**config.mk**
```make
export PLATFORM = sky130hd
export DESIGN_NAME = bcd_rtc_alarm_tick
export DESIGN_NICKNAME = d
export VERILOG_FILES = /design/src/rtc_pkg.sv /design/src/bcd_rtc_alarm_tick.sv
export SDC_FILE = /design/constraint.sdc
export NUM_CORES = 1
export LEC_CHECK = 0
export ABC_AREA = 0
export BUFFER_PORTS_ARGS = -buffer_cell sky130_fd_sc_hd__buf_2
export CAP_MARGIN = 20
export CORE_ASPECT_RATIO = 1.2
export CORE_MARGIN = 2
export CORE_UTILIZATION = 63
export CTS_CLUSTER_SIZE = 40
export DETAILED_ROUTE_END_ITERATION = 16
export MAX_ROUTING_LAYER = met4
export PLACE_DENSITY = 0.84
export SLEW_MARGIN = 30
export SYNTH_ARGS = -nofsm -noshare
export SYNTH_HDL_FRONTEND = slang
export SYNTH_SLANG_ARGS = --single-unit
export TNS_END_PERCENT = 30
```
**constraint.sdc**
```tcl
create_clock -name core_clk -period 3.6 [get_ports core_clk]
set_input_delay 0.36 -clock core_clk [delete_from_list [all_inputs] [get_ports core_clk]]
set_output_delay 0.36 -clock core_clk [all_outputs]
set_load 0.01 [all_outputs]
```
**src/rtc_pkg.sv**
```systemverilog
// Purpose: Shared constants for the BCD real time clock with alarm and tick
// Assumes: Byte-wide registers, one per aligned word, on a plain strobe port
// Notes:   Time and alarm fields are packed BCD, reserved bits read as zero
package rtc_pkg;

   localparam int          ADDR_W         = 8;
   localparam int          DATA_W         = 8;

   // Register byte addresses
   localparam logic [7:0]  OFS_CTRL       = 8'h40;
   localparam logic [7:0]  OFS_TICK       = 8'h44;
   localparam logic [7:0]  OFS_ALM_CTRL   = 8'h50;
   localparam logic [7:0]  OFS_ALM_BASE   = 8'h54;
   localparam logic [7:0]  OFS_TIME_BASE  = 8'h70;
   localparam logic [7:0]  OFS_IRQ_STS    = 8'h90;
   localparam logic [7:0]  OFS_IRQ_MASK   = 8'h94;
   localparam logic [2:0]  ALM_FIELDS     = 3'h6;
   localparam logic [2:0]  TIME_FIELDS    = 3'h7;

   // Time field indices
   localparam logic [2:0]  T_SEC          = 3'h0;
   localparam logic [2:0]  T_MIN          = 3'h1;
   localparam logic [2:0]  T_HOUR         = 3'h2;
   localparam logic [2:0]  T_DATE         = 3'h3;
   localparam logic [2:0]  T_DAY          = 3'h4;
   localparam logic [2:0]  T_MON          = 3'h5;
   localparam logic [2:0]  T_YEAR         = 3'h6;

   // Control, tick and alarm control bits
   localparam int          CTRL_ACCESS    = 0;
   localparam int          CTRL_CNT_RST   = 3;
   localparam int          CTRL_W         = 4;
   localparam int          TICK_EN        = 7;
   localparam int          TICK_CNT_W     = 7;
   localparam int          ALM_GLOBAL     = 6;
   localparam int          ALM_CTRL_W     = 7;
   localparam int          IRQ_ALARM      = 0;
   localparam int          IRQ_TICK       = 1;
   localparam int          IRQ_W          = 2;

   // Crystal division: 32.768 kHz to 128 Hz to 1 Hz
   localparam int          XTAL_HZ        = 32768;
   localparam int          TICK_HZ        = 128;
   localparam int          PRE_DIV        = XTAL_HZ / TICK_HZ;
   localparam logic [7:0]  PRE_LAST       = 8'(PRE_DIV - 1);
   localparam logic [6:0]  SUB_LAST       = 7'(TICK_HZ - 1);

   // BCD limits and reset values
   localparam logic [3:0]  BCD_NINE       = 4'h9;
   localparam logic [7:0]  BCD_ZERO       = 8'h00;
   localparam logic [7:0]  BCD_ONE        = 8'h01;
   localparam logic [7:0]  SEC_MAX        = 8'h59;
   localparam logic [7:0]  HOUR_MAX       = 8'h23;
   localparam logic [7:0]  DAY_MAX        = 8'h07;
   localparam logic [7:0]  MON_MAX        = 8'h12;
   localparam logic [7:0]  YEAR_MAX       = 8'h99;
   localparam logic [7:0]  MON_FEB        = 8'h02;
   localparam logic [7:0]  LAST_28        = 8'h28;
   localparam logic [7:0]  LAST_29        = 8'h29;
   localparam logic [7:0]  LAST_30        = 8'h30;
   localparam logic [7:0]  LAST_31        = 8'h31;
   localparam logic [7:0]  MASK_SEC       = 8'h7f;
   localparam logic [7:0]  MASK_HOUR      = 8'h3f;
   localparam logic [7:0]  MASK_DAY       = 8'h07;
   localparam logic [7:0]  MASK_MON       = 8'h1f;
   localparam logic [7:0]  MASK_YEAR      = 8'hff;

endpackage : rtc_pkg

```
**src/bcd_rtc_alarm_tick.sv**
```systemverilog
// Purpose: BCD calendar clock with alarm, wake-up and periodic tick interrupt
// Assumes: xtal_in is a 32.768 kHz level sampled on core_clk (20 MHz)
// Notes:   power_off isolates the register port; counting carries on
//
// Our own choices: strobed register access and the register addresses.
`timescale 1ns/1ps
`default_nettype none

// Functional notes
// - Seconds, minutes, hours, date, day, month and year are BCD counters read as bytes.
// - All timekeeping is divided down from the 32.768 kHz crystal.
// - The last date of a month is 28, 29, 30 or 31 by month and leap year.
// - Year 00 counts as 2000 and is therefore a leap year.
// - Time registers accept writes only while the access enable bit is one.
// - During power off the register port is cut off while the counters keep running.
// - In normal operation the alarm raises the alarm interrupt when the time matches.
// - In power-off mode the alarm also drives the wake-up output.
// - The tick count runs down and requests a tick interrupt when it reaches zero.
// - The tick period is (n+1)/128 second for programmed count n.
// - Tick control holds the enable in bit 7 and the count in bits 6:0, counter unreadable.
module bcd_rtc_alarm_tick
(
   input  wire logic                       core_clk,
   input  wire logic                       resetn,
   input  wire logic                       xtal_in,
   input  wire logic                       power_off,
   input  wire logic [rtc_pkg::ADDR_W-1:0] addr,
   input  wire logic [rtc_pkg::DATA_W-1:0] wdata,
   input  wire logic                       wr_en,
   input  wire logic                       rd_en,
   output logic      [rtc_pkg::DATA_W-1:0] rdata,
   output logic                            irq_out,
   output logic                            power_wakeup_out
);

   typedef struct packed {
      logic                              xtal_prev;
      logic [7:0]                        pre;
      logic [6:0]                        sub;
      logic [rtc_pkg::TICK_CNT_W-1:0]    tick_cnt;
      logic [rtc_pkg::CTRL_W-1:0]        clock_control_reg;
      logic [7:0]                        tick_control_reg;
      logic [rtc_pkg::ALM_CTRL_W-1:0]    alarm_control_reg;
      logic [6:0][7:0]                   time_bcd;
      logic [5:0][7:0]                   alm_bcd;
      logic [rtc_pkg::IRQ_W-1:0]         irq_sts;
      logic [rtc_pkg::IRQ_W-1:0]         irq_mask;
      logic                              match;
      logic                              irq;
      logic                              wake;
      logic [7:0]                        rdata;
   } state_t;

   state_t                          s_q;
   state_t                          s_d;
   logic                            xtal_edge;
   logic                            tick128;
   logic                            sec_tick;
   logic                            match_now;
   logic                            alm_event;
   logic                            wr_ok;
   logic                            rd_ok;
   logic [rtc_pkg::IRQ_W-1:0]       irq_set;
   logic [rtc_pkg::IRQ_W-1:0]       irq_clr;
   logic [8:0]                      inc;
   logic                            carry;
   logic [3:0]                      hit_t;
   logic [3:0]                      hit_a;
   logic [2:0]                      ti;
   localparam int                   TICK_CNT_HI = rtc_pkg::TICK_CNT_W - 1;

   // Word-aligned window decode, returns {hit, index}
   function automatic logic [3:0] region_idx(input logic [7:0] a, input logic [7:0] base,
                                             input logic [2:0] count);
      logic [7:0] off;
      logic       hit;
      off = a - base;
      hit = (a >= base) && (off[1:0] == 2'h0) && (off[7:2] < {3'h0, count});
      return {hit, off[4:2]};
   endfunction : region_idx

   // Alarm fields skip the day-of-week counter
   function automatic logic [2:0] alm_to_time(input logic [2:0] i);
      return (i < rtc_pkg::T_DAY) ? i : 3'(i + 3'h1);
   endfunction : alm_to_time

   function automatic logic [7:0] field_mask(input logic [2:0] t);
      case (t)
         rtc_pkg::T_SEC, rtc_pkg::T_MIN: return rtc_pkg::MASK_SEC;
         rtc_pkg::T_HOUR, rtc_pkg::T_DATE: return rtc_pkg::MASK_HOUR;
         rtc_pkg::T_DAY: return rtc_pkg::MASK_DAY;
         rtc_pkg::T_MON: return rtc_pkg::MASK_MON;
         default: return rtc_pkg::MASK_YEAR;
      endcase
   endfunction : field_mask

   // BCD increment with wrap, returns {wrapped, value}
   function automatic logic [8:0] bcd_inc(input logic [7:0] v, input logic [7:0] lo,
                                          input logic [7:0] hi);
      // Using >= also recovers from out-of-range values written by software
      if (v >= hi)
         return {1'b1, lo};
      else if (v[3:0] >= rtc_pkg::BCD_NINE)
         return {1'b0, 4'(v[7:4] + 4'h1), 4'h0};
      else
         return {1'b0, v[7:4], 4'(v[3:0] + 4'h1)};
   endfunction : bcd_inc

   // Divisible by four in BCD; 00 is taken as 2000
   function automatic logic is_leap(input logic [7:0] y);
      if (!y[4])
         return (y[3:0] == 4'h0) || (y[3:0] == 4'h4) || (y[3:0] == 4'h8);
      else
         return (y[3:0] == 4'h2) || (y[3:0] == 4'h6);
   endfunction : is_leap

   function automatic logic [7:0] last_date(input logic [7:0] m, input logic [7:0] y);
      case (m)
         rtc_pkg::MON_FEB: return is_leap(y) ? rtc_pkg::LAST_29 : rtc_pkg::LAST_28;
         8'h04, 8'h06, 8'h09, 8'h11: return rtc_pkg::LAST_30;
         default: return rtc_pkg::LAST_31;
      endcase
   endfunction : last_date

   always_comb
   begin
      s_d       = s_q;
      irq_set   = '0;
      irq_clr   = '0;
      inc       = '0;
      carry     = 1'b0;
      ti        = '0;
      wr_ok     = wr_en && !power_off;
      rd_ok     = rd_en && !power_off;
      hit_t     = region_idx(addr, rtc_pkg::OFS_TIME_BASE, rtc_pkg::TIME_FIELDS);
      hit_a     = region_idx(addr, rtc_pkg::OFS_ALM_BASE, rtc_pkg::ALM_FIELDS);

      // Prescaler: crystal edges to 128 Hz, then to 1 Hz
      s_d.xtal_prev = xtal_in;
      xtal_edge = xtal_in && !s_q.xtal_prev;
      tick128   = 1'b0;
      if (s_q.clock_control_reg[rtc_pkg::CTRL_CNT_RST])
      begin
         s_d.pre = '0;
         s_d.sub = '0;
      end
      else if (xtal_edge)
      begin
         s_d.pre = 8'(s_q.pre + 8'h01);
         tick128 = (s_q.pre == rtc_pkg::PRE_LAST);
         if (tick128)
            s_d.sub = 7'(s_q.sub + 7'h01);
      end
      sec_tick = tick128 && (s_q.sub == rtc_pkg::SUB_LAST);

      // Calendar cascade, one carry per stage
      if (sec_tick)
      begin
         inc = bcd_inc(s_q.time_bcd[rtc_pkg::T_SEC], rtc_pkg::BCD_ZERO, rtc_pkg::SEC_MAX);
         s_d.time_bcd[rtc_pkg::T_SEC] = inc[7:0];
         carry = inc[8];
         if (carry)
         begin
            inc = bcd_inc(s_q.time_bcd[rtc_pkg::T_MIN], rtc_pkg::BCD_ZERO, rtc_pkg::SEC_MAX);
            s_d.time_bcd[rtc_pkg::T_MIN] = inc[7:0];
            carry = inc[8];
         end
         if (carry)
         begin
            inc = bcd_inc(s_q.time_bcd[rtc_pkg::T_HOUR], rtc_pkg::BCD_ZERO, rtc_pkg::HOUR_MAX);
            s_d.time_bcd[rtc_pkg::T_HOUR] = inc[7:0];
            carry = inc[8];
         end
         if (carry)
         begin
            inc = bcd_inc(s_q.time_bcd[rtc_pkg::T_DAY], rtc_pkg::BCD_ONE, rtc_pkg::DAY_MAX);
            s_d.time_bcd[rtc_pkg::T_DAY] = inc[7:0];
            inc = bcd_inc(s_q.time_bcd[rtc_pkg::T_DATE], rtc_pkg::BCD_ONE,
                          last_date(s_q.time_bcd[rtc_pkg::T_MON],
                                    s_q.time_bcd[rtc_pkg::T_YEAR]));
            s_d.time_bcd[rtc_pkg::T_DATE] = inc[7:0];
            carry = inc[8];
         end
         if (carry)
         begin
            inc = bcd_inc(s_q.time_bcd[rtc_pkg::T_MON], rtc_pkg::BCD_ONE, rtc_pkg::MON_MAX);
            s_d.time_bcd[rtc_pkg::T_MON] = inc[7:0];
            carry = inc[8];
         end
         if (carry)
         begin
            inc = bcd_inc(s_q.time_bcd[rtc_pkg::T_YEAR], rtc_pkg::BCD_ZERO, rtc_pkg::YEAR_MAX);
            s_d.time_bcd[rtc_pkg::T_YEAR] = inc[7:0];
         end
      end

      // Tick down-counter, reload on zero gives n+1 steps per period
      if (tick128)
      begin
         if (s_q.tick_cnt == '0)
         begin
            s_d.tick_cnt = s_q.tick_control_reg[TICK_CNT_HI:0];
            irq_set[rtc_pkg::IRQ_TICK] = s_q.tick_control_reg[rtc_pkg::TICK_EN];
         end
         else
            s_d.tick_cnt = 7'(s_q.tick_cnt - 7'h01);
      end

      // Alarm compare, edge of the match so a held match fires once
      match_now = s_q.alarm_control_reg[rtc_pkg::ALM_GLOBAL];
      for (int i = 0; i < 6; i++)
      begin
         ti = alm_to_time(3'(i));
         if (s_q.alarm_control_reg[i] && (s_q.time_bcd[ti] != s_q.alm_bcd[i]))
            match_now = 1'b0;
      end
      s_d.match = match_now;
      alm_event = match_now && !s_q.match;
      irq_set[rtc_pkg::IRQ_ALARM] = alm_event;

      // Register writes; a time write beats the carry in the same cycle
      if (wr_ok)
      begin
         case (addr)
            rtc_pkg::OFS_CTRL: s_d.clock_control_reg = wdata[rtc_pkg::CTRL_W-1:0];
            rtc_pkg::OFS_TICK:
            begin
               s_d.tick_control_reg = wdata;
               s_d.tick_cnt = wdata[TICK_CNT_HI:0];
            end
            rtc_pkg::OFS_ALM_CTRL: s_d.alarm_control_reg = wdata[rtc_pkg::ALM_CTRL_W-1:0];
            rtc_pkg::OFS_IRQ_STS: irq_clr = wdata[rtc_pkg::IRQ_W-1:0];
            rtc_pkg::OFS_IRQ_MASK: s_d.irq_mask = wdata[rtc_pkg::IRQ_W-1:0];
            default:
            begin
               if (hit_a[3])
                  s_d.alm_bcd[hit_a[2:0]] = wdata & field_mask(alm_to_time(hit_a[2:0]));
               if (hit_t[3] && s_q.clock_control_reg[rtc_pkg::CTRL_ACCESS])
                  s_d.time_bcd[hit_t[2:0]] = wdata & field_mask(hit_t[2:0]);
            end
         endcase
      end

      // Sticky status: a new event wins over a clear in the same cycle
      s_d.irq_sts = (s_q.irq_sts & ~irq_clr) | irq_set;
      s_d.irq     = |(s_d.irq_sts & s_d.irq_mask);

      // Wake-up only while powered off, dropped when power returns
      if (!power_off)
         s_d.wake = 1'b0;
      else if (alm_event)
         s_d.wake = 1'b1;

      // Read data valid the cycle after the strobe, zero otherwise
      s_d.rdata = '0;
      if (rd_ok)
      begin
         case (addr)
            rtc_pkg::OFS_CTRL: s_d.rdata = {4'h0, s_q.clock_control_reg};
            rtc_pkg::OFS_TICK: s_d.rdata = s_q.tick_control_reg;
            rtc_pkg::OFS_ALM_CTRL: s_d.rdata = {1'b0, s_q.alarm_control_reg};
            rtc_pkg::OFS_IRQ_STS: s_d.rdata = {6'h00, s_q.irq_sts};
            rtc_pkg::OFS_IRQ_MASK: s_d.rdata = {6'h00, s_q.irq_mask};
            default:
            begin
               if (hit_a[3])
                  s_d.rdata = s_q.alm_bcd[hit_a[2:0]];
               else if (hit_t[3])
                  s_d.rdata = s_q.time_bcd[hit_t[2:0]];
            end
         endcase
      end
   end

   always_ff @(posedge core_clk or negedge resetn)
   begin
      if (!resetn)
      begin
         s_q                             <= '0;
         s_q.time_bcd[rtc_pkg::T_DATE]   <= rtc_pkg::BCD_ONE;
         s_q.time_bcd[rtc_pkg::T_DAY]    <= rtc_pkg::BCD_ONE;
         s_q.time_bcd[rtc_pkg::T_MON]    <= rtc_pkg::BCD_ONE;
         s_q.alm_bcd[3]                  <= rtc_pkg::BCD_ONE;
         s_q.alm_bcd[4]                  <= rtc_pkg::BCD_ONE;
      end
      else
         s_q <= s_d;
   end

   assign rdata            = s_q.rdata;
   assign irq_out          = s_q.irq;
   assign power_wakeup_out = s_q.wake;
endmodule : bcd_rtc_alarm_tick

`default_nettype wire

```
### After elaboration in Yosys (flattened, before gate mapping)

Cells that the tools add are included.

* register bits after elaboration: 161
* bits of input ports: 22
* output and inout bits: 10
* logic and storage cells: 242

* add/sub/neg operators: 20
* $lt $le $gt $ge: 23
* equality and inequality tests: 33
* mux-type cells: 89
* bitwise operators: 7
* reduce and logical (&&, ||, !) cells: 44

Operators by type and width (number)
* 2-to-1 mux 8 bit: 29
* 2-to-1 mux 130 bit: 1
* 2-to-1 mux 56 bit: 2
* 2-to-1 mux 104 bit: 1
* one-hot mux 8 bit (4 select lines): 2
* adder 4 x 1 -> 4 bit (second input constant): 14
* bitwise mux 56 bit: 1
* 2-to-1 mux 9 bit: 6
* binary-select mux 8 bit (select 3 bit): 2
* bitwise mux 48 bit: 1
* demux 8 bit (select 3 bit): 2
* 2-to-1 mux 48 bit: 1
* != test 8 bit: 6
* one-hot mux 8 bit (5 select lines): 1
* 2-to-1 mux 7 bit: 5
* >= comparator 8 x 7 -> 1 bit (second input constant): 4
* 2-to-1 mux 15 bit: 2
* >= comparator 4 bit (second input constant): 7
* 2-to-1 mux 1 bit: 25
* equality test 8 x 7 -> 1 bit (second input constant): 3
* equality test 8 bit (second input constant): 3
* logical AND 1 bit: 18
* bitwise AND 8 bit: 2
* equality test 8 x 3 -> 1 bit (second input constant): 2
* 46 further kinds: 76

### Depth between registers and ports, before layout

Gate-level depths: netlist of run 1.

* depth in word-level cells: 28
* depth in mapped cells: 15
* depth with buffers taken out: 14

### Least setup slack after synthesis of run 1

Ideal clock, no wire load.

* path kind: input port to flip-flop
* start point: input addr[2] (netlist bit)
* end point: register (tool-made name)
* setup time: 0.128 ns
* arrival: 3.150 ns
* required time: 3.472 ns
* setup slack: 0.323 ns
* stages on the path: 11
* path buffers: 3
* cells stage by stage: buf_2 clkinv_1 ha_1 and4_1 buf_6 or4_4 nor2_2 nand2_2 nor4b_2 buf_4 mux2_1

RTL lines
* from (decl): RTL line bcd_rtc_alarm_tick.sv:27 `input wire logic [rtc_pkg::ADDR_W-1:0] addr,`

==> impl_metrics.env, run 1 <==
export IMPL_run_status="complete, but fails checks"
export IMPL_violations="negative hold slack"
export IMPL_post_synth_inst_count=1131
export IMPL_synthToLayoutAreaGrowth_pct=9.246
export IMPL_relSlewSlack=0.3477
export IMPL_synth_fa_ha_area_frac=0.06759
export IMPL_wl_mm=31.39
export IMPL_post_route_minimum_period_ns=3.253
export IMPL_power_static_leakage_nw=4.950
export IMPL_max_cap_viol_count=0
export IMPL_synth_largest_area_cell="dfrtp_1"
export IMPL_cts_htree_levels=4
export IMPL_seq_total_area_yosys=0.3893
export IMPL_syn_num_nets=1209
export IMPL_cts_hold_buffers=0
export IMPL_holdCritPathClass="in -> async"
export IMPL_detail_route_antenna_nets=0
export IMPL_crit_path_frequent_cell="ha_1"
export IMPL_initial_antenna_violation_count=1
export IMPL_grt_start_max_net_pins=87
export IMPL_setup_worst_path_start_class="register"
export IMPL_drt_pass1_iterations=6
export IMPL_fill_cells=1234
export IMPL_syn_area_per_cell_um2=9.166
export IMPL_dieHeight_um=144.5
export IMPL_cells_taking_the_most_area_after_synthesis="dfrtp_1 38%, ha_1 6.8%, xnor2_1 4.8%, o21ai_0 4.5%, nand2_1 4.2%"
export IMPL_rsz0062_at_grt="yes"
export IMPL_synth_mux_area_frac=0.08413
export IMPL_route_detailed_drc=0
export IMPL_finalHoldWorstSlack_ns=-0.02620
export IMPL_placement_rows=51
export IMPL_globalRouteOverflowTotal=0
export IMPL_grt_util_all_layers=0.3898
export IMPL_design_die_area_um2=17500
export IMPL_number_of_vias_in_the_routed_layout=9369
export IMPL_worstSetupEndpointType="register"
export IMPL_worstPathArrival_ns=3.56
export IMPL_floorplan_initialDensity=0.6421
export IMPL_final_period_utilization=0.9035
export IMPL_gp_routability_congestion=1.097
export IMPL_ir_drop_uv=374.0
export IMPL_ys_seq_elements=161
export IMPL_yosysWarningCount=0
export IMPL_vias_in_the_first_global_route=9184
export IMPL_pin_count=32
export IMPL_routed_wire_length_per_instance_um=22.84
export IMPL_worstPathRequired_ns=3.91
export IMPL_drt_vias_per_instance=6.819
export IMPL_power_density_nw_per_um2=367.4
export IMPL_dpl_hpwl_mm=22.11
export IMPL_initial_drc_count=1057
export IMPL_fin_worst_skew_ns=0.01339
export IMPL_synth_xor_area_share=0.05492
export IMPL_startpoint_of_the_most_critical_register_to_register_path="s_q[112]$_DFF_PN0_"
export IMPL_clkTransAtPathRegs_ns=0.07
export IMPL_synth_compound_gate_area_share=0.1591
export IMPL_worst_path_max_delay_cell="dfrtp_1"
export IMPL_finalPower_mw=4.161
export IMPL_die_w_um=121.1
export IMPL_clock_tree_buffer_depth=2
export IMPL_synthDistinctLibCells=79
export IMPL_maxClockFrequency_ghz=0.3075
export IMPL_worst_setup_path_type="reg -> reg"
export IMPL_cts_buffers=17
export IMPL_synth_top_family_by_area="simple AND/OR/NAND/NOR gates"
export IMPL_insertion_delay_ns=0.45
export IMPL_final_critical_path_setup_slack_ns=0.3474
export IMPL_post_place_ws_ns=0.2511
export IMPL_cp_cell_sequence="inv_1, ha_1, mux2i_1, o32ai_1, mux2_2, ha_1, nor4b_1, o221ai_1, nand2_2, or3_4, o311ai_0, o21ai_1"
export IMPL_final_setup_viol_count=0
export IMPL_worst_pin_slew_ns=0.9764
export IMPL_synth_main_ff_cell="dfrtp_1"
export IMPL_mappedNetlistArea_um2=10370
export IMPL_final_max_slew_violation_count=0
export IMPL_number_of_buffers_added_on_ports=31
export IMPL_clockRootBuffer="clkbuf_16"
export IMPL_clock_sinks=161
export IMPL_cp_peak_stage_delay_ns=0.53
export IMPL_crit_path_max_fanout=11
export IMPL_final_hold_viol_count=26
export IMPL_synth_edf_count=0
export IMPL_worstReg2RegEnd="s_q[118]$_DFF_PN0_"
export IMPL_layout_cells_sized_above_1=0.1370
export IMPL_core_area_um2=16140
export IMPL_cts_tree="yes"
export IMPL_yosys_area_top_type_share=0.3766
export IMPL_post_synth_and_or_nand_nor_area_fraction=0.1971
export IMPL_reg2reg_slack_ns=0.35
export IMPL_grt_pass1_wl_mm=49.94
export IMPL_worst_r2r_cell_count=12
export IMPL_num_nets_final=1226
export IMPL_synthArstFlopShare=1.000
==> final cells by class <==
| type | instances | area [um2] | share of cell area |
|---|---|---|---|
| multi-input cells | 857 | 5863 | 0.5177 |
| flip-flops and latches | 161 | 4035 | 0.3563 |
| clock buffers | 18 | 439.2 | 0.03878 |
| repair buffers | 57 | 369.1 | 0.03259 |
| well taps | 212 | 265.3 | 0.02342 |
| inverters | 54 | 202.7 | 0.01790 |
| clock inverters | 14 | 147.6 | 0.01304 |
| diodes | 1 | 2.502 | 0.0002210 |
==> layout by cell type, fill, tap and decap left out, types with 25 or more instances in the layout <==
cell / netlist / final
nor2_1: 77 / 76
dfrtp_1: 156 / 156
ha_1: 56 / 56
mux2_2: 27 / 27
nand3_1: 52 / 51
inv_1: 52 / 52
buf_2: 4 / 30
xnor2_1: 57 / 57
mux2i_1: 32 / 32
nand2_1: 117 / 116
nand4_1: 29 / 29
buf_4: 10 / 25
o21ai_0: 93 / 92
a21oi_1: 64 / 64
==> through the flow <==
stage	instance area (um2)	cells	hold WS (ns)	util	TNS, ns
6_report	11320	1374	-0.02620	0.7015	0
5_1_grt	11320	1374	0.05582	0.7015	-0.03005
4_1_cts	11300	1373	0.01826	0.6999	0
3_5_place_dp	10710	1341	0.4832	0.6636	0
3_3_place_gp	10710	1341	0.4639	0.6636	0
2_1_floorplan	10370	1131	0.06441	-	0
==> report_power, final <==
| group | total (mW) | switching [mW] | internal [mW] |
|---|---|---|---|
| combinational | 0.403 | 0.268 | 0.135 |
| sequential | 1.92 | 0.0619 | 1.86 |
| clock | 1.83 | 0.840 | 0.994 |
==> timing repair <==
item / 4_1_cts / 5_1_grt
endpoints found under the setup margin: 0 / 21
gates resized for setup: 0 / 6
endpoints found under the hold margin: 0 / 0
setup buffers: 0 / 0
==> worst max-delay path, delay by kind of cell, from the launching register on <==
| kind | cells | cell delay, ns |
|---|---|---|
| adders and majority gates | 2 | 0.50 |
| buffers and inverters | 1 | 0.15 |
| muxes | 2 | 0.43 |
| AOI/OAI and AO/OA | 4 | 0.85 |
| and+or+nand+nor | 3 | 0.67 |
| DFF | 1 | 0.53 |
==> how the worst max path moves through the flow <==
stage                             from  depth (start not counted)  slack, ns                  to
global placement    s_q[103]$_DFF_PN1_                         14       0.38  s_q[109]$_DFF_PN0_
global route        s_q[103]$_DFF_PN1_                         15      -0.02   s_q[89]$_DFF_PN0_
floorplan                      addr[2]                         11       0.32            register
detailed placement  s_q[103]$_DFF_PN1_                         12       0.25  s_q[106]$_DFF_PN0_
CTS                 s_q[103]$_DFF_PN1_                         12       0.22  s_q[114]$_DFF_PN0_
finish              s_q[112]$_DFF_PN0_                         12       0.35  s_q[118]$_DFF_PN0_
==> per-layer routing <==
metal,wire length (um),global-route usage,part of all wire,up-vias
met2,14690,0.6044,0.47,593
met1,11260,0.4501,0.36,4463
met4,2392,0.2693,0.076,0
met5,0,-,0,-
li1,-,-,-,4104
met3,3045,0.08912,0.097,209
==> synthesized netlist by cell type, types with 5 or more instances <==
| cell | instances |
|---|---|
| o21a_1 | 5 |
| a22oi_1 | 11 |
| o21ai_1 | 10 |
| and2_1 | 9 |
| nor4_1 | 9 |
| nor3_1 | 24 |
| a21oi_1 | 64 |
| a21o_1 | 5 |
| nor2_1 | 77 |
| or3_1 | 12 |
| nand4b_1 | 7 |
| inv_1 | 52 |
| mux2_2 | 27 |
| buf_4 | 10 |
| o211ai_1 | 8 |
| a211oi_1 | 8 |
| nor2b_1 | 13 |
| nand4_1 | 29 |
| o22ai_1 | 13 |
| dfstp_2 | 5 |
| and4_1 | 5 |
| and3_1 | 9 |
| o21ai_0 | 93 |
| nand2_1 | 117 |
| mux2i_1 | 32 |
| dfrtp_1 | 156 |
| xor2_1 | 8 |
| mux4_2 | 9 |
| a31oi_1 | 6 |
| ha_1 | 56 |
| nand3_1 | 52 |
| buf_1 | 6 |
| clkbuf_1 | 35 |
| xnor2_1 | 57 |
==> cell families after synthesis <==
kind of cell	after synthesis
multiplexers	72
XOR/XNOR	65
AND/OR/NAND/NOR	394
flip-flops	161
adder cells (fa/ha/maj)	56
buffers and inverters	113
AO/OA/AOI/OAI	270
(Power assumes the default switching activity.)
==> run 2, diff against run 1 <==
- CORE_UTILIZATION: 63 -> 57
- PLACE_DENSITY: 0.84 -> 0.8
- clock period: 3.6 -> 2.7 ns (I/O delays scaled with it)
==> run 2 against run 1 <==
The flow finishes with violations (negative setup slack). Routed wire length increased by 0.53%. Register-to-register slack got worse by 0.68 ns. Via count about the same. Final cell count increased by 7.1%. First-iteration DRC count decreased by 1.5%. Hold slack improved by 0.12 ns. Combinational power increased by 39%. Critical path depth increased by 2. Critical endpoint is now s_q[115]$_DFF_PN0_. Largest power group unchanged.
==> impl_metrics.env, run 2 (same netlist as run 1, synthesis figures left out) <==
export IMPL_worst_pin_slew_ns=0.7108
export IMPL_holdCritPathClass="in -> reg"
export IMPL_most_common_layout_cells="155 x dfrtp_1, 115 x nand2_1, 101 x buf_4"
export IMPL_insertion_delay_ns=0.44
export IMPL_drt_vias_per_instance=6.371
export IMPL_finalPower_mw=5.590
export IMPL_run_status="complete, but fails checks"
export IMPL_clock_sinks=161
export IMPL_floorplan_initialDensity=0.5768
export IMPL_max_cap_viol_count=0
export IMPL_worst_setup_path_type="reg -> reg"
export IMPL_power_density_nw_per_um2=457.5
export IMPL_synthToLayoutAreaGrowth_pct=17.88
export IMPL_layout_cells_sized_above_1=0.2135
export IMPL_post_route_minimum_period_ns=3.028
export IMPL_route_detailed_drc=0
export IMPL_post_layout_nonfiller_instances=1471
export IMPL_drt_pass1_iterations=6
export IMPL_cts_tree="yes"
export IMPL_clkTransAtPathRegs_ns=0.07
export IMPL_final_setup_viol_count=20
export IMPL_grt_start_max_net_pins=73
export IMPL_final_critical_path_setup_slack_ns=-0.3285
export IMPL_number_of_vias_in_the_routed_layout=9372
export IMPL_setup_worst_path_start_class="register"
export IMPL_cts_htree_levels=4
export IMPL_clockRootBuffer="clkbuf_16"
export IMPL_gp_routability_congestion=1.014
export IMPL_relSlewSlack=0.5261
export IMPL_finalHoldWorstSlack_ns=0.09641
export IMPL_cts_buffers=17
export IMPL_die_w_um=127.1
export IMPL_violations="negative setup slack"
export IMPL_grt_util_all_layers=0.3454
export IMPL_final_period_utilization=1.122
export IMPL_crit_path_max_fanout=5
export IMPL_post_place_ws_ns=-0.3500
export IMPL_vias_in_the_first_global_route=9156
export IMPL_fin_worst_skew_ns=0.01122
export IMPL_power_internal_mw=4.005
export IMPL_final_max_slew_violation_count=0
export IMPL_most_common_cell_after_layout_fill_and_taps_aside="dfrtp_1"
export IMPL_worstPathArrival_ns=3.33
export IMPL_dpl_hpwl_mm=22.86
export IMPL_detail_route_antenna_nets=0
export IMPL_grt_pass1_wl_mm=49.46
export IMPL_placedCellCount=1433
export IMPL_num_nets_final=1311
export IMPL_power_static_leakage_nw=5.447
export IMPL_core_area_um2=17970
export IMPL_pin_count=32
export IMPL_dieHeight_um=151.7
export IMPL_number_of_buffers_added_on_ports=31
export IMPL_share_seq_of_total_power=0.458
export IMPL_netSwitchingPower_mw=1.585
export IMPL_ir_drop_uv=453.9
export IMPL_placement_rows=54
export IMPL_routed_wire_length_per_instance_um=21.45
export IMPL_worstPathRequired_ns=3.00
export IMPL_final_hold_viol_count=0
export IMPL_worstSetupEndpointType="register"
export IMPL_pwr_share_comb=0.101
export IMPL_rsz0062_at_grt="yes"
export IMPL_globalRouteOverflowTotal=0
export IMPL_initial_antenna_violation_count=0
export IMPL_clock_power_share=0.442
export IMPL_wl_mm=31.55
export IMPL_maxClockFrequency_ghz=0.3302
export IMPL_sw_frac_of_total=0.2836
export IMPL_initial_drc_count=1041
export IMPL_clock_tree_buffer_depth=2
export IMPL_design_die_area_um2=19290
## run 2: cell types whose count changed in the layout (fill, tap and decap cells not counted), moves of 4 or more
| cell | before | now |
|---|---|---|
| buf_12 | 1 | 5 |
| ha_4 | 0 | 5 |
| clkinv_4 | 6 | 1 |
| o21ai_0 | 92 | 87 |
| buf_4 | 25 | 101 |
| ha_1 | 56 | 49 |
| inv_8 | 2 | 6 |
## run 2: power groups by stage
stage	Clock [mW]	Sequential, mW	Combinational, mW
global route	2.59	2.57	0.617
floorplan	0	2.58	0.321
global placement	0	2.60	0.534
CTS	2.48	2.56	0.555
finish	2.47	2.56	0.562
detailed placement	0	2.60	0.549
## run 2: routing by layer
| layer | vias to the layer above | global-route usage | share of wire |
|---|---|---|---|
| met1 | 4549 | 0.4121 | 0.38 |
| met5 | - | - | 0 |
| met2 | 421 | 0.5629 | 0.48 |
| met3 | 128 | 0.06390 | 0.072 |
| met4 | 0 | 0.1824 | 0.059 |
| li1 | 4274 | - | - |
## run 2: worst max-delay path, stage by stage, from the launching register on
cell and delay (ns):
dfstp_2 0.59, inv_4 0.07, ha_4 0.15, o211ai_1 0.20
a21oi_2 0.08, o21ai_1 0.18, nor2b_4 0.19, ha_4 0.14
a21oi_1 0.08, o221ai_2 0.21, nand2_2 0.15, or3_4 0.47
o21a_1 0.20, nor3_1 0.13, a21oi_1 0.07
## run 2: path summary, 6_finish.rpt
check,from,depth (start not counted),slack (ns),endpoint
setup reg to reg,s_q[103]$_DFF_PN1_,14,-0.33,s_q[115]$_DFF_PN0_
min in group asynchronous,resetn,2,0.40,s_q[149]$_DFFE_PN0P_
hold reg to reg,s_q[136]$_DFFE_PN0P_,2,0.49,s_q[136]$_DFFE_PN0P_
hold / removal,wdata[7],3,0.1,s_q[133]$_DFFE_PN0P_
setup / recovery,s_q[103]$_DFF_PN1_,14,-0.33,s_q[115]$_DFF_PN0_
max in group asynchronous,resetn,3,1.55,async pin
## run 2: area by class of cell
cell class | count | area [um2]
multi-input combinational | 858 | 6042
fill | 1390 | 5753
sequential | 161 | 4036
timing repair buffer | 141 | 1062
clock buffer | 17 | 425.4
tap | 224 | 280.3
inverter | 54 | 210.2
clock inverter | 15 | 160.2
antenna | 1 | 2.502
## run 2: repair_timing
item,4_1_cts,5_1_grt
hold buffers,2,0
cloned,0,1
setup buffers,0,2
resized for setup,10,25
pin swaps,0,20
hold endpoints to repair,68,0
setup endpoints to repair,23,26
## run 2: stage by stage
step                      utilization  cell area, um2  setup TNS, ns
after detailed placement       0.6374           11450         -5.825
after global routing           0.6798           12220         -7.625
after floorplan                     -           10480         -1.886
after global placement         0.6374           11450         -3.841
final                          0.6799           12220         -3.427
after CTS                      0.6734           12100         -3.522
==> run 3, diff against run 2 <==
- CORE_UTILIZATION: 57 -> 40
- PLACE_DENSITY: 0.8 -> 0.6
==> run 3 against run 2 <==
The run still ends with negative setup slack left. Final cell count up 8.4%. Register-to-register slack about the same. Clock-buffer cell count grew 2. First-iteration DRC count shrank 16%. Clock skew shrank 0.0010 ns. Hold slack gained 0.013 ns. Clock power increased by 8%. Flip-flop and latch count did not move. Critical path depth is the same. Routed wire length rose by 4.4%. Sequential share of layout area fell by 0.90 points. Combinational power rose by 3%. Critical path type unchanged. Critical endpoint is now s_q[118]$_DFF_PN0_. Largest cell class unchanged. Highest routed layer unchanged.
==> impl_metrics.env, run 3 (same netlist as run 1, synthesis figures left out) <==
export IMPL_initial_antenna_violation_count=0
export IMPL_holdCritPathClass="in -> reg"
export IMPL_cts_htree_levels=4
export IMPL_detail_route_antenna_nets=0
export IMPL_cp_cell_sequence="inv_4, ha_4, o211ai_1, a21oi_2, o21ai_1, mux2_4, ha_4, nor4b_4, o221ai_2, nand2_2, buf_4, or3_4, o311ai_2, o21ai_1"
export IMPL_die_w_um=151.0
export IMPL_wp_buf_inv=2
export IMPL_num_nets_final=1329
export IMPL_maxClockFrequency_ghz=0.3309
export IMPL_synthToLayoutAreaGrowth_pct=21.16
export IMPL_floorplan_initialDensity=0.4071
export IMPL_most_common_cell_after_layout_fill_and_taps_aside="dfrtp_1"
export IMPL_cts_tree="yes"
export IMPL_worstPathArrival_ns=3.33
export IMPL_grt_pass1_wl_mm=51.15
export IMPL_placement_rows=64
export IMPL_worst_pin_slew_ns=0.6789
export IMPL_netSwitchingPower_mw=1.549
export IMPL_number_of_buffers_added_on_ports=31
export IMPL_vias_in_the_first_global_route=8882
export IMPL_most_common_layout_cells="155 x dfrtp_1, 118 x buf_4, 115 x nand2_1"
export IMPL_gp_routability_congestion=0.9360
export IMPL_route_detailed_drc=0
export IMPL_rsz0062_at_grt="yes"
export IMPL_cts_buffers=17
export IMPL_power_density_nw_per_um2=461.1
export IMPL_design_area_um2=12560
export IMPL_violations="negative setup slack"
export IMPL_worst_setup_path_type="reg -> reg"
export IMPL_dieHeight_um=180.3
export IMPL_design_die_area_um2=27220
export IMPL_layout_cells_sized_above_1=0.2263
export IMPL_initial_drc_count=878
export IMPL_power_internal_mw=4.242
export IMPL_setup_worst_path_start_class="register"
export IMPL_fin_worst_skew_ns=0.01018
export IMPL_cp_top_family="compound AO/OA/AOI/OAI gates"
export IMPL_run_status="complete, but fails checks"
export IMPL_worstPathRequired_ns=3.00
export IMPL_grt_util_all_layers=0.2537
export IMPL_max_cap_viol_count=0
export IMPL_crit_path_max_fanout=5
export IMPL_drt_vias_per_instance=5.802
export IMPL_postPlaceCellArea_um2=11680
export IMPL_clock_sinks=161
export IMPL_insertion_delay_ns=0.43
export IMPL_pwr_share_comb=0.100
export IMPL_globalRouteOverflowTotal=0
export IMPL_antennaDiodeCount=0
export IMPL_clock_tree_buffer_depth=2
export IMPL_clockRootBuffer="clkbuf_16"
export IMPL_final_max_slew_violation_count=0
export IMPL_share_seq_of_total_power=0.442
export IMPL_worstSetupEndpointType="register"
export IMPL_post_route_minimum_period_ns=3.022
export IMPL_worst_path_max_delay_cell="dfstp_2"
export IMPL_final_setup_viol_count=23
export IMPL_final_critical_path_setup_slack_ns=-0.3221
export IMPL_core_area_um2=25460
export IMPL_dpl_hpwl_mm=24.16
export IMPL_grt_start_max_net_pins=54
export IMPL_relSlewSlack=0.5463
export IMPL_pin_count=32
export IMPL_drt_pass1_iterations=6
export IMPL_ir_drop_uv=411.5
export IMPL_post_place_ws_ns=-0.3215
export IMPL_clkTransAtPathRegs_ns=0.07
export IMPL_sw_frac_of_total=0.2674
export IMPL_clock_power_share=0.459
export IMPL_routed_wire_length_per_instance_um=20.67
export IMPL_cp_peak_stage_delay_ns=0.59
export IMPL_wl_mm=32.95
export IMPL_final_hold_viol_count=0
export IMPL_power_static_leakage_nw=5.552
export IMPL_final_period_utilization=1.119
export IMPL_number_of_vias_in_the_routed_layout=9249
[run 3: cell count changes in the layout (fill, tap and decap cells not counted), sizes merged]
cell    change
diode       -1
buf        +18
clkbuf      +2
inv         -3
bufinv      +2
clkinv      -1
[run 3: metal layers]
| layer | vias to the layer above | track usage | part of all wire |
|---|---|---|---|
| met1 | 4542 | 0.3166 | 0.41 |
| met2 | 309 | 0.4082 | 0.49 |
| met3 | 87 | 0.04329 | 0.060 |
| met5 | - | - | 0 |
| li1 | 4311 | - | - |
| met4 | 0 | 0.1017 | 0.041 |
[run 3: repair_timing]
action / 4_1_cts / 5_1_grt
buffers inserted: 0 / 9
resized for setup: 9 / 33
endpoints found under the hold margin: 51 / 0
hold buffers: 2 / 0
gates cloned: 1 / 0
pin swaps: 2 / 24
endpoints found under the setup margin: 23 / 25
[run 3: stage by stage]
step	power, mW	TNS (ns)	cells	hold slack (ns)	util
floorplan	2.904	-1.886	1131	-0.02559	-
global placement	3.159	-3.418	1551	0.2548	0.4586
detailed placement	3.168	-4.440	1551	0.2535	0.4586
CTS	5.825	-3.515	1586	0.09182	0.4861
global route	6.000	-7.902	1594	0.1015	0.4932
finish	5.791	-4.829	1594	0.1089	0.4932
[run 3: worst min-delay path: cells and delay by family]
kind / cells / cell delay [ns]
buffers and inverters: 1 / 0.14
and+or+nand+nor: 2 / 0.10
[run 3: area by class of cell]
| cell class | count | area, um2 |
|---|---|---|
| Fill cell | 2436 | 12900 |
| Clock inverter | 13 | 185.2 |
| Sequential cell | 161 | 4036 |
| Multi-Input combinational cell | 858 | 6061 |
| Tap cell | 330 | 412.9 |
| Inverter | 54 | 210.2 |
| Clock buffer | 19 | 452.9 |
| Timing Repair Buffer | 159 | 1201 |
[run 3: power by group through the flow]
stage | clock network [mW] | registers, mW | logic, mW
after detailed placement | 0 | 2.60 | 0.568
after CTS | 2.70 | 2.56 | 0.573
final | 2.66 | 2.56 | 0.577
after global routing | 2.80 | 2.57 | 0.634
after floorplan | 0 | 2.58 | 0.321
after global placement | 0 | 2.60 | 0.561
[run 3: final timing paths]
| path | startpoint | endpoint | slack [ns] | cells past startpoint |
|---|---|---|---|---|
| setup / recovery | s_q[103]$_DFF_PN1_ | s_q[118]$_DFF_PN0_ | -0.32 | 14 |
| hold / removal | wdata[7] | s_q[133]$_DFFE_PN0P_ | 0.11 | 3 |
| setup reg to reg | s_q[103]$_DFF_PN1_ | s_q[118]$_DFF_PN0_ | -0.32 | 14 |
| hold reg to reg | register | register | 0.51 | 2 |
| max in group asynchronous | resetn | async pin | 1.55 | 3 |
| min in group asynchronous | resetn | s_q[144]$_DFF_PN0_ | 0.35 | 2 |
